$ cat src/hw/amd_pkg.sv
// Shared constants and types for the converter multiplexer address control block
package amd_pkg;
   localparam int ADDR_BITS = 5;
   localparam int RESULT_BITS = 11;
   localparam int NUM_CH = 8;
   localparam int SEL_W = NUM_CH + 1;
   localparam int COM_IDX = 8;
   localparam int CH_IDX_W = 3;
   localparam int BIT_PU = 0;
   localparam int BIT_MODE = 1;
   localparam int BIT_ODD = 2;
   localparam int BIT_SEL_HI = 3;
   localparam int BIT_SEL_LO = 4;
   localparam int CNT_W = 4;
   localparam logic [CNT_W-1:0] ADDR_LAST = 4'h4;
   localparam logic [CNT_W-1:0] CNT_ONE = 4'h1;
   localparam logic [CNT_W-1:0] CNT_ZERO = 4'h0;
   localparam logic [CNT_W-1:0] RESULT_LAST = 4'hA;
   localparam int CLK_PERIOD_NS = 10;
   // Power-up recovery time, in ns
   localparam int T_PC_NS = 10000;
   localparam int PC_CNT_W = 10;
   localparam logic [PC_CNT_W-1:0] PC_CYCLES =
      PC_CNT_W'((T_PC_NS + CLK_PERIOD_NS - 1) / CLK_PERIOD_NS);
   localparam logic [PC_CNT_W-1:0] PC_LAST = PC_CYCLES - 10'h001;
   localparam logic [PC_CNT_W-1:0] PC_ZERO = 10'h000;
   localparam logic [PC_CNT_W-1:0] PC_ONE = 10'h001;
   localparam logic [SEL_W-1:0] SEL_NONE = 9'h000;
   localparam logic [RESULT_BITS-1:0] RESULT_ZERO = 11'h000;
   localparam logic [ADDR_BITS-1:0] ADDR_ZERO = 5'h00;

   typedef enum logic [2:0] {
      ST_INIT = 3'b000,
      ST_IDLE = 3'b001,
      ST_ADDR = 3'b010,
      ST_CONV = 3'b011,
      ST_HOLD = 3'b100,
      ST_SHIFT = 3'b101,
      ST_DONE = 3'b110,
      ST_RECOVER = 3'b111
   } amd_state_t;
endpackage : amd_pkg

$ cat src/hw/amd_mux_if.sv
// Address word and decoded channel selects between control and decoder
`timescale 1ns/1ps
interface amd_mux_if;
   logic [amd_pkg::ADDR_BITS-1:0] addr_word;
   logic four_chan;
   logic [amd_pkg::SEL_W-1:0] pos_sel;
   logic [amd_pkg::SEL_W-1:0] neg_sel;
   logic word_legal;
   modport ctrl (output addr_word, output four_chan, input pos_sel, input neg_sel,
      input word_legal);
   modport dec (input addr_word, input four_chan, output pos_sel, output neg_sel,
      output word_legal);
endinterface : amd_mux_if

$ cat src/hw/amd_adc_ctrl.sv
// Serial address capture, conversion sequencing and result hold for the converter
`timescale 1ns/1ps
module amd_adc_ctrl (
   input wire logic ref_clk,
   input wire logic reset,
   input wire logic cs_n,
   input wire logic serial_din,
   input wire logic four_chan_mode,
   input wire logic hw_powerdown_pin,
   input wire logic conv_done,
   input wire logic [amd_pkg::RESULT_BITS-1:0] conv_data,
   output logic serial_dout,
   output logic serial_dout_oe,
   output logic conv_start,
   output logic [amd_pkg::SEL_W-1:0] pos_sel,
   output logic [amd_pkg::SEL_W-1:0] neg_sel,
   output logic powered_up,
   output logic result_invalid
);
   import amd_pkg::*;

   amd_state_t state_reg, state_next;
   logic [ADDR_BITS-1:0] shift_reg, shift_next;
   logic [CNT_W-1:0] cnt_reg, cnt_next;
   logic [PC_CNT_W-1:0] pc_reg, pc_next;
   logic [RESULT_BITS-1:0] result_reg, result_next;
   logic [RESULT_BITS-1:0] out_reg, out_next;
   logic [SEL_W-1:0] pos_reg, pos_next;
   logic [SEL_W-1:0] neg_reg, neg_next;
   logic sw_pd_reg, sw_pd_next;
   logic first_reg, first_next;
   logic invalid_reg, invalid_next;
   logic start_reg, start_next;
   logic [ADDR_BITS-1:0] word_full;
   logic word_latch;

   amd_mux_if mux ();

   amd_mux_decode amd_mux_decode_inst (
      .mux(mux.dec)
   );

   // Word as it stands once the current bit is shifted in
   assign word_full = {serial_din, shift_reg[ADDR_BITS-1:1]};
   assign word_latch = (state_reg == ST_ADDR) && !cs_n && (cnt_reg == ADDR_LAST)
                       && !hw_powerdown_pin;
   assign mux.addr_word = word_full;
   assign mux.four_chan = four_chan_mode;

   always_comb
   begin
      state_next = state_reg;
      shift_next = shift_reg;
      cnt_next = cnt_reg;
      pc_next = pc_reg;
      result_next = result_reg;
      out_next = out_reg;
      pos_next = pos_reg;
      neg_next = neg_reg;
      sw_pd_next = sw_pd_reg;
      first_next = first_reg;
      invalid_next = invalid_reg;
      start_next = 1'b0;
      if (hw_powerdown_pin)
      begin
         state_next = ST_RECOVER;
         pc_next = PC_ZERO;
         pos_next = SEL_NONE;
         neg_next = SEL_NONE;
      end
      else
      begin
         case (state_reg)
            ST_INIT:
            begin
               if (cs_n)
                  state_next = ST_IDLE;
            end
            ST_IDLE:
            begin
               if (!cs_n)
               begin
                  shift_next = {serial_din, shift_reg[ADDR_BITS-1:1]};
                  cnt_next = CNT_ONE;
                  state_next = ST_ADDR;
               end
            end
            ST_ADDR:
            begin
               if (cs_n)
                  state_next = ST_IDLE;
               else if (cnt_reg == ADDR_LAST)
               begin
                  shift_next = word_full;
                  if (!word_full[BIT_PU])
                  begin
                     sw_pd_next = 1'b1;
                     pos_next = SEL_NONE;
                     neg_next = SEL_NONE;
                     state_next = ST_DONE;
                  end
                  else
                  begin
                     sw_pd_next = 1'b0;
                     pos_next = mux.pos_sel;
                     neg_next = mux.neg_sel;
                     start_next = mux.word_legal;
                     state_next = mux.word_legal ? ST_CONV : ST_DONE;
                  end
               end
               else
               begin
                  shift_next = word_full;
                  cnt_next = cnt_reg + CNT_ONE;
               end
            end
            ST_CONV:
            begin
               // Conversion runs on even if select is raised meanwhile
               if (conv_done)
               begin
                  result_next = conv_data;
                  invalid_next = first_reg;
                  first_next = 1'b0;
                  if (cs_n)
                     state_next = ST_HOLD;
                  else
                  begin
                     out_next = conv_data;
                     cnt_next = RESULT_LAST;
                     state_next = ST_SHIFT;
                  end
               end
            end
            ST_HOLD:
            begin
               if (!cs_n)
               begin
                  out_next = result_reg;
                  cnt_next = RESULT_LAST;
                  state_next = ST_SHIFT;
               end
            end
            ST_SHIFT:
            begin
               if (cs_n)
                  state_next = ST_IDLE;
               else if (cnt_reg == CNT_ZERO)
                  state_next = ST_DONE;
               else
               begin
                  out_next = {out_reg[RESULT_BITS-2:0], 1'b0};
                  cnt_next = cnt_reg - CNT_ONE;
               end
            end
            ST_DONE:
            begin
               if (cs_n)
                  state_next = ST_IDLE;
            end
            ST_RECOVER:
            begin
               if (!cs_n)
                  pc_next = PC_ZERO;
               else if (pc_reg == PC_LAST)
                  state_next = ST_IDLE;
               else
                  pc_next = pc_reg + PC_ONE;
            end
            default:
               state_next = ST_INIT;
         endcase
      end
   end

   always_ff @(posedge ref_clk)
   begin
      if (reset)
      begin
         state_reg <= ST_INIT;
         shift_reg <= ADDR_ZERO;
         cnt_reg <= CNT_ZERO;
         pc_reg <= PC_ZERO;
         result_reg <= RESULT_ZERO;
         out_reg <= RESULT_ZERO;
         pos_reg <= SEL_NONE;
         neg_reg <= SEL_NONE;
         sw_pd_reg <= 1'b1;
         first_reg <= 1'b1;
         invalid_reg <= 1'b1;
         start_reg <= 1'b0;
      end
      else
      begin
         state_reg <= state_next;
         shift_reg <= shift_next;
         cnt_reg <= cnt_next;
         pc_reg <= pc_next;
         result_reg <= result_next;
         out_reg <= out_next;
         pos_reg <= pos_next;
         neg_reg <= neg_next;
         sw_pd_reg <= sw_pd_next;
         first_reg <= first_next;
         invalid_reg <= invalid_next;
         start_reg <= start_next;
      end
   end

   assign serial_dout = out_reg[RESULT_BITS-1];
   assign serial_dout_oe = (state_reg == ST_SHIFT);
   assign conv_start = start_reg;
   assign pos_sel = pos_reg;
   assign neg_sel = neg_reg;
   assign powered_up = !sw_pd_reg && (state_reg != ST_RECOVER) && (state_reg != ST_INIT);
   assign result_invalid = invalid_reg;
endmodule : amd_adc_ctrl

$ cat src/hw/amd_mux_decode.sv
// Combinational decoder from address word to channel selects
`timescale 1ns/1ps
module amd_mux_decode (
   amd_mux_if.dec mux
);
   import amd_pkg::*;

   logic pu;
   logic single;
   logic odd;
   logic [1:0] pair;
   logic [CH_IDX_W-1:0] pos_ch;
   logic [CH_IDX_W-1:0] neg_ch;
   logic legal;

   always_comb
   begin
      pu = mux.addr_word[BIT_PU];
      single = mux.addr_word[BIT_MODE];
      odd = mux.addr_word[BIT_ODD];
      legal = pu && !(mux.four_chan && mux.addr_word[BIT_SEL_HI]);
      pair = mux.four_chan ? {1'b0, mux.addr_word[BIT_SEL_LO]}
                           : {mux.addr_word[BIT_SEL_HI], mux.addr_word[BIT_SEL_LO]};
      pos_ch = {pair, odd};
      neg_ch = {pair, !odd};
   end

   assign mux.word_legal = legal;

   genvar i;
   generate
      for (i = 0; i < NUM_CH; i++)
      begin : g_ch
         assign mux.pos_sel[i] = legal && (pos_ch == CH_IDX_W'(i));
         assign mux.neg_sel[i] = legal && !single && (neg_ch == CH_IDX_W'(i));
      end
   endgenerate

   assign mux.pos_sel[COM_IDX] = 1'b0;
   assign mux.neg_sel[COM_IDX] = legal && single;
endmodule : amd_mux_decode

$ cat config.mk
export PLATFORM = sky130hd
export DESIGN_NAME = amd_adc_ctrl
export DESIGN_NICKNAME = d
export VERILOG_FILES = /design/src/hw/amd_pkg.sv /design/src/hw/amd_mux_if.sv /design/src/hw/amd_adc_ctrl.sv /design/src/hw/amd_mux_decode.sv
export SDC_FILE = /design/constraint.sdc
export NUM_CORES = 1
export LEC_CHECK = 0
export BUFFER_PORTS_ARGS = -buffer_cell sky130_fd_sc_hd__buf_4
export CORE_UTILIZATION = 39
export DETAILED_ROUTE_END_ITERATION = 8
export SKIP_CTS_REPAIR_TIMING = 1
export SLEW_MARGIN = 20
export SYNTH_ARGS = -nofsm -noshare
export SYNTH_HDL_FRONTEND = slang
export SYNTH_SLANG_ARGS = --single-unit
$ cat constraint.sdc
create_clock -name ref_clk -period 3.72 [get_ports ref_clk]
set_input_delay 0.558 -clock ref_clk [delete_from_list [all_inputs] [get_ports ref_clk]]
set_output_delay 0.558 -clock ref_clk [all_outputs]
set_load 0.02 [all_outputs]
==> summary.md <==
| Metric | Value |
|---|---|
| Final Cycle Share | 0.679 |
| DP Wirelength | 4.65 mm |
| Min-Delay Path Depth | 2 |
| Synth Area in Simple Gates | 0.246 |
| Initial antenna violation count | 0 |
| Critical path type | reg2reg |
| Worst EP required | around 4 ns |
| Final Hold Viols | 0 |
| Hold endpoint | first_reg |
| Post-Route WL | between 6 and 7 mm |
| Drt initial violations | 220 |
| Status | complete, no violations |
| Largest area contributor in the netlist | dfxtp_1 |
| Slew Limit Fails | 0 |
| Max-cap viol count | 0 |
| Hold Crit Class | reg2reg |
| Die height | 90.8 microns |
| Adder-cell area share of the yosys netlist | 0.0122 |
| # rows | 32 |
| Yosys Warn Count | 0 |
| Full die area | 0.00824 sq mm |
| Max Freq | 0.396 GHz |
| Largest net degree at the start of global routing | 35 |
| Global-route wire length before repair | 12.0 mm |
| Reg2reg start | state_reg[2] |
| Port Buf Inserts | 39 |
| #FFs+latches synth | 64 |
| CTS tree | built |
| H-Tree Depth | 3 |
| Yosys top cell area share | 0.417 |
| Area growth, synth to finish | 16.9% |
| RSZ-0062 raised after global routing | no |
| Vias per inst | 5.14 |
| CP Capture Type | flop |
| Crit path DAT | approximately 2.7 ns |
| Worst-path clk slew | 0.06 ns |
| Drt drc | 0 |
| Worst-margin pin slew | 0.914 ns |
| Most common cell in the netlist | dfxtp_1 |
| R2r setup slk | roughly 1.2 ns |
| Worst r2r path cells | 8 |
| Sequential cell area fraction in the yosys report | 0.417 |
| Worst Skew | 0.00646 ns |
| Number of synthesized flops with an enable pin | 0 |
| Area fraction in compound gates after synthesis | 0.149 |
| Relative slew slack | 0.389 |
| CP Launch Type | flop |
| Routed length per instance | 13.3 microns |
| Fraction of registers with async set/reset | 0 |
| Leakage Power | 0.00137 uW |
| CTS Buf Count | 9 |
| Reg area | 0.00128 sq mm |
| Post-synthesis xor/xnor area fraction | 0.0371 |
| RR Endpoint | cnt_reg[3] |
| Top FF cell, synth | dfxtp_1 |
| Max layer used | met4 |
| Syn Inst Count | 381 |
| Num ports | 41 |
| Worst VDD drop | roughly 0.00022 V |
| Post-synth top cells | dfxtp_1, nand2_1, nor2_1 |
| Worst Path Max Fanout | 21 |
| Skew-Pair Late Insertion Delay | 0.34 ns |
| M1 WL | around 3.3 mm |
| Worst hold path startpoint | first_reg |
| Diodes inserted | 0 |
| Chip width | 90.8 microns |
| Max Root-Sink Buffers | 2 |
| Post-Syn Area | between 0.003 and 0.004 sq mm |
| Fillers | 810 |
| Multi-input logic area | 0.00164 sq mm |
| Placer Congestion | 0.846 |
| GRT overflow | 0 |
| 1st-pass router iterations | 4 |
| Unique masters post-synth | 51 |
| DR WL met2 | 3.09 mm |
| Setup violators final | 0 |
| Leading post-synthesis cells by cell area | dfxtp_1, mux2i_1, nand2_1 |
| WL met3 | 300 microns |
| Root buf cell | clkbuf_8 |
| Share of layout cells above drive strength 1 | 0.155 |
| Initial Util | 0.400 |
| Synthesized net count | 402 |
| Combinational family with the most area after synthesis | simple AND/OR/NAND/NOR gates |
| Min Tclk post-route | 2.53 ns |
| Power, Total | 1560 uW |
| GRT Util Overall | 0.180 |
| Post-layout nets | 429 |
| P per Cell Area | around 430 mW/mm^2 |
| Total vias in the final route | 2647 |
| Synthesized area per cell | 8.07 sq um |
| Core area | 0.00769 sq mm |
| CTS sink cnt | 64 |
| Mux share of post-synthesis cell area | 0.0888 |
| Post-route ant nets | 0 |
| Vias in the first global route | 2546 |
| Setup_tns | 0 ns |
[final cells by class]
class,instances,area share
Inverter,8,0.00836
Tap cell,102,0.0355
Timing Repair Buffer,42,0.0877
Multi-Input combinational cell,283,0.456
Clock inverter,3,0.0111
Clock buffer,13,0.0442
Sequential cell,64,0.357
[placed cells by master (no fill, tap or decap), types with 7 or more instances in the layout]
cell type	n
xor2_1	9
inv_1	8
mux2i_1	25
nor2_1	46
buf_4	42
nor3_1	17
clkbuf_8	11
nand3_1	7
nand2_1	57
o21ai_0	18
nand2b_1	9
dfxtp_1	64
a21oi_1	30
[cell families after synthesis]
| kind of cell | count (synthesis) |
|---|---|
| and+or+nand+nor | 163 |
| AOI/OAI and AO/OA | 77 |
| DFF | 64 |
| buffers and inverters | 34 |
| muxes | 26 |
| xor gates and xnor gates | 13 |
| adders and majority gates | 3 |
| other | 1 |
[per-layer routing]
metal	up-vias	GRT usage
met3	9	0.0598
met2	48	0.287
met5	-	0
met4	0	0.0591
met1	1223	0.228
li1	1367	-
[worst max-delay path, stage by stage, from the launching register on]
cell     delay, ns
dfxtp_1       0.77
nand2_1       0.22
inv_1         0.13
ha_1          0.22
a31oi_1       0.12
or2_2         0.29
mux4_2        0.47
nand4_1       0.11
a21oi_1       0.07
[where the power goes]
part / total [uW] / internal [uW] / switching (uW) / leakage, uW
clock network: 600 / 344 / 255 / 0.000103
registers: 728 / 701 / 26.8 / 0.000517
logic: 234 / 96.3 / 138 / 0.000749
total: 1560 / 1140 / 419 / 0.00137
[worst max path at each step]
stage / startpoint / slack, ns / depth (start not counted) / to
floorplan: state_reg[0] / 0.94 / 11 / cnt_reg[3]
global placement: state_reg[2] / 1.35 / 8 / cnt_reg[3]
detailed placement: state_reg[2] / 1.22 / 8 / cnt_reg[3]
CTS: state_reg[2] / 1.21 / 8 / cnt_reg[3]
global route: state_reg[1] / 0.93 / 5 / state_reg[2]
finish: state_reg[2] / 1.19 / 8 / cnt_reg[3]
[per-stage QoR]
| step | setup WS [ns] | hold slack (ns) | instance area (sq um) | util | cells |
|---|---|---|---|---|---|
| 2_1_floorplan | 0.941 | 0.423 | 3070 | - | 381 |
| 3_3_place_gp | 1.35 | 0.433 | 3390 | 0.442 | 499 |
| 3_5_place_dp | 1.22 | 0.446 | 3390 | 0.442 | 499 |
| 4_1_cts | 1.21 | 0.455 | 3590 | 0.467 | 515 |
| 5_1_grt | 0.933 | 0.463 | 3590 | 0.467 | 515 |
| 6_report | 1.19 | 0.448 | 3590 | 0.467 | 515 |
No activity file was read; power rests on OpenSTA's default activity.
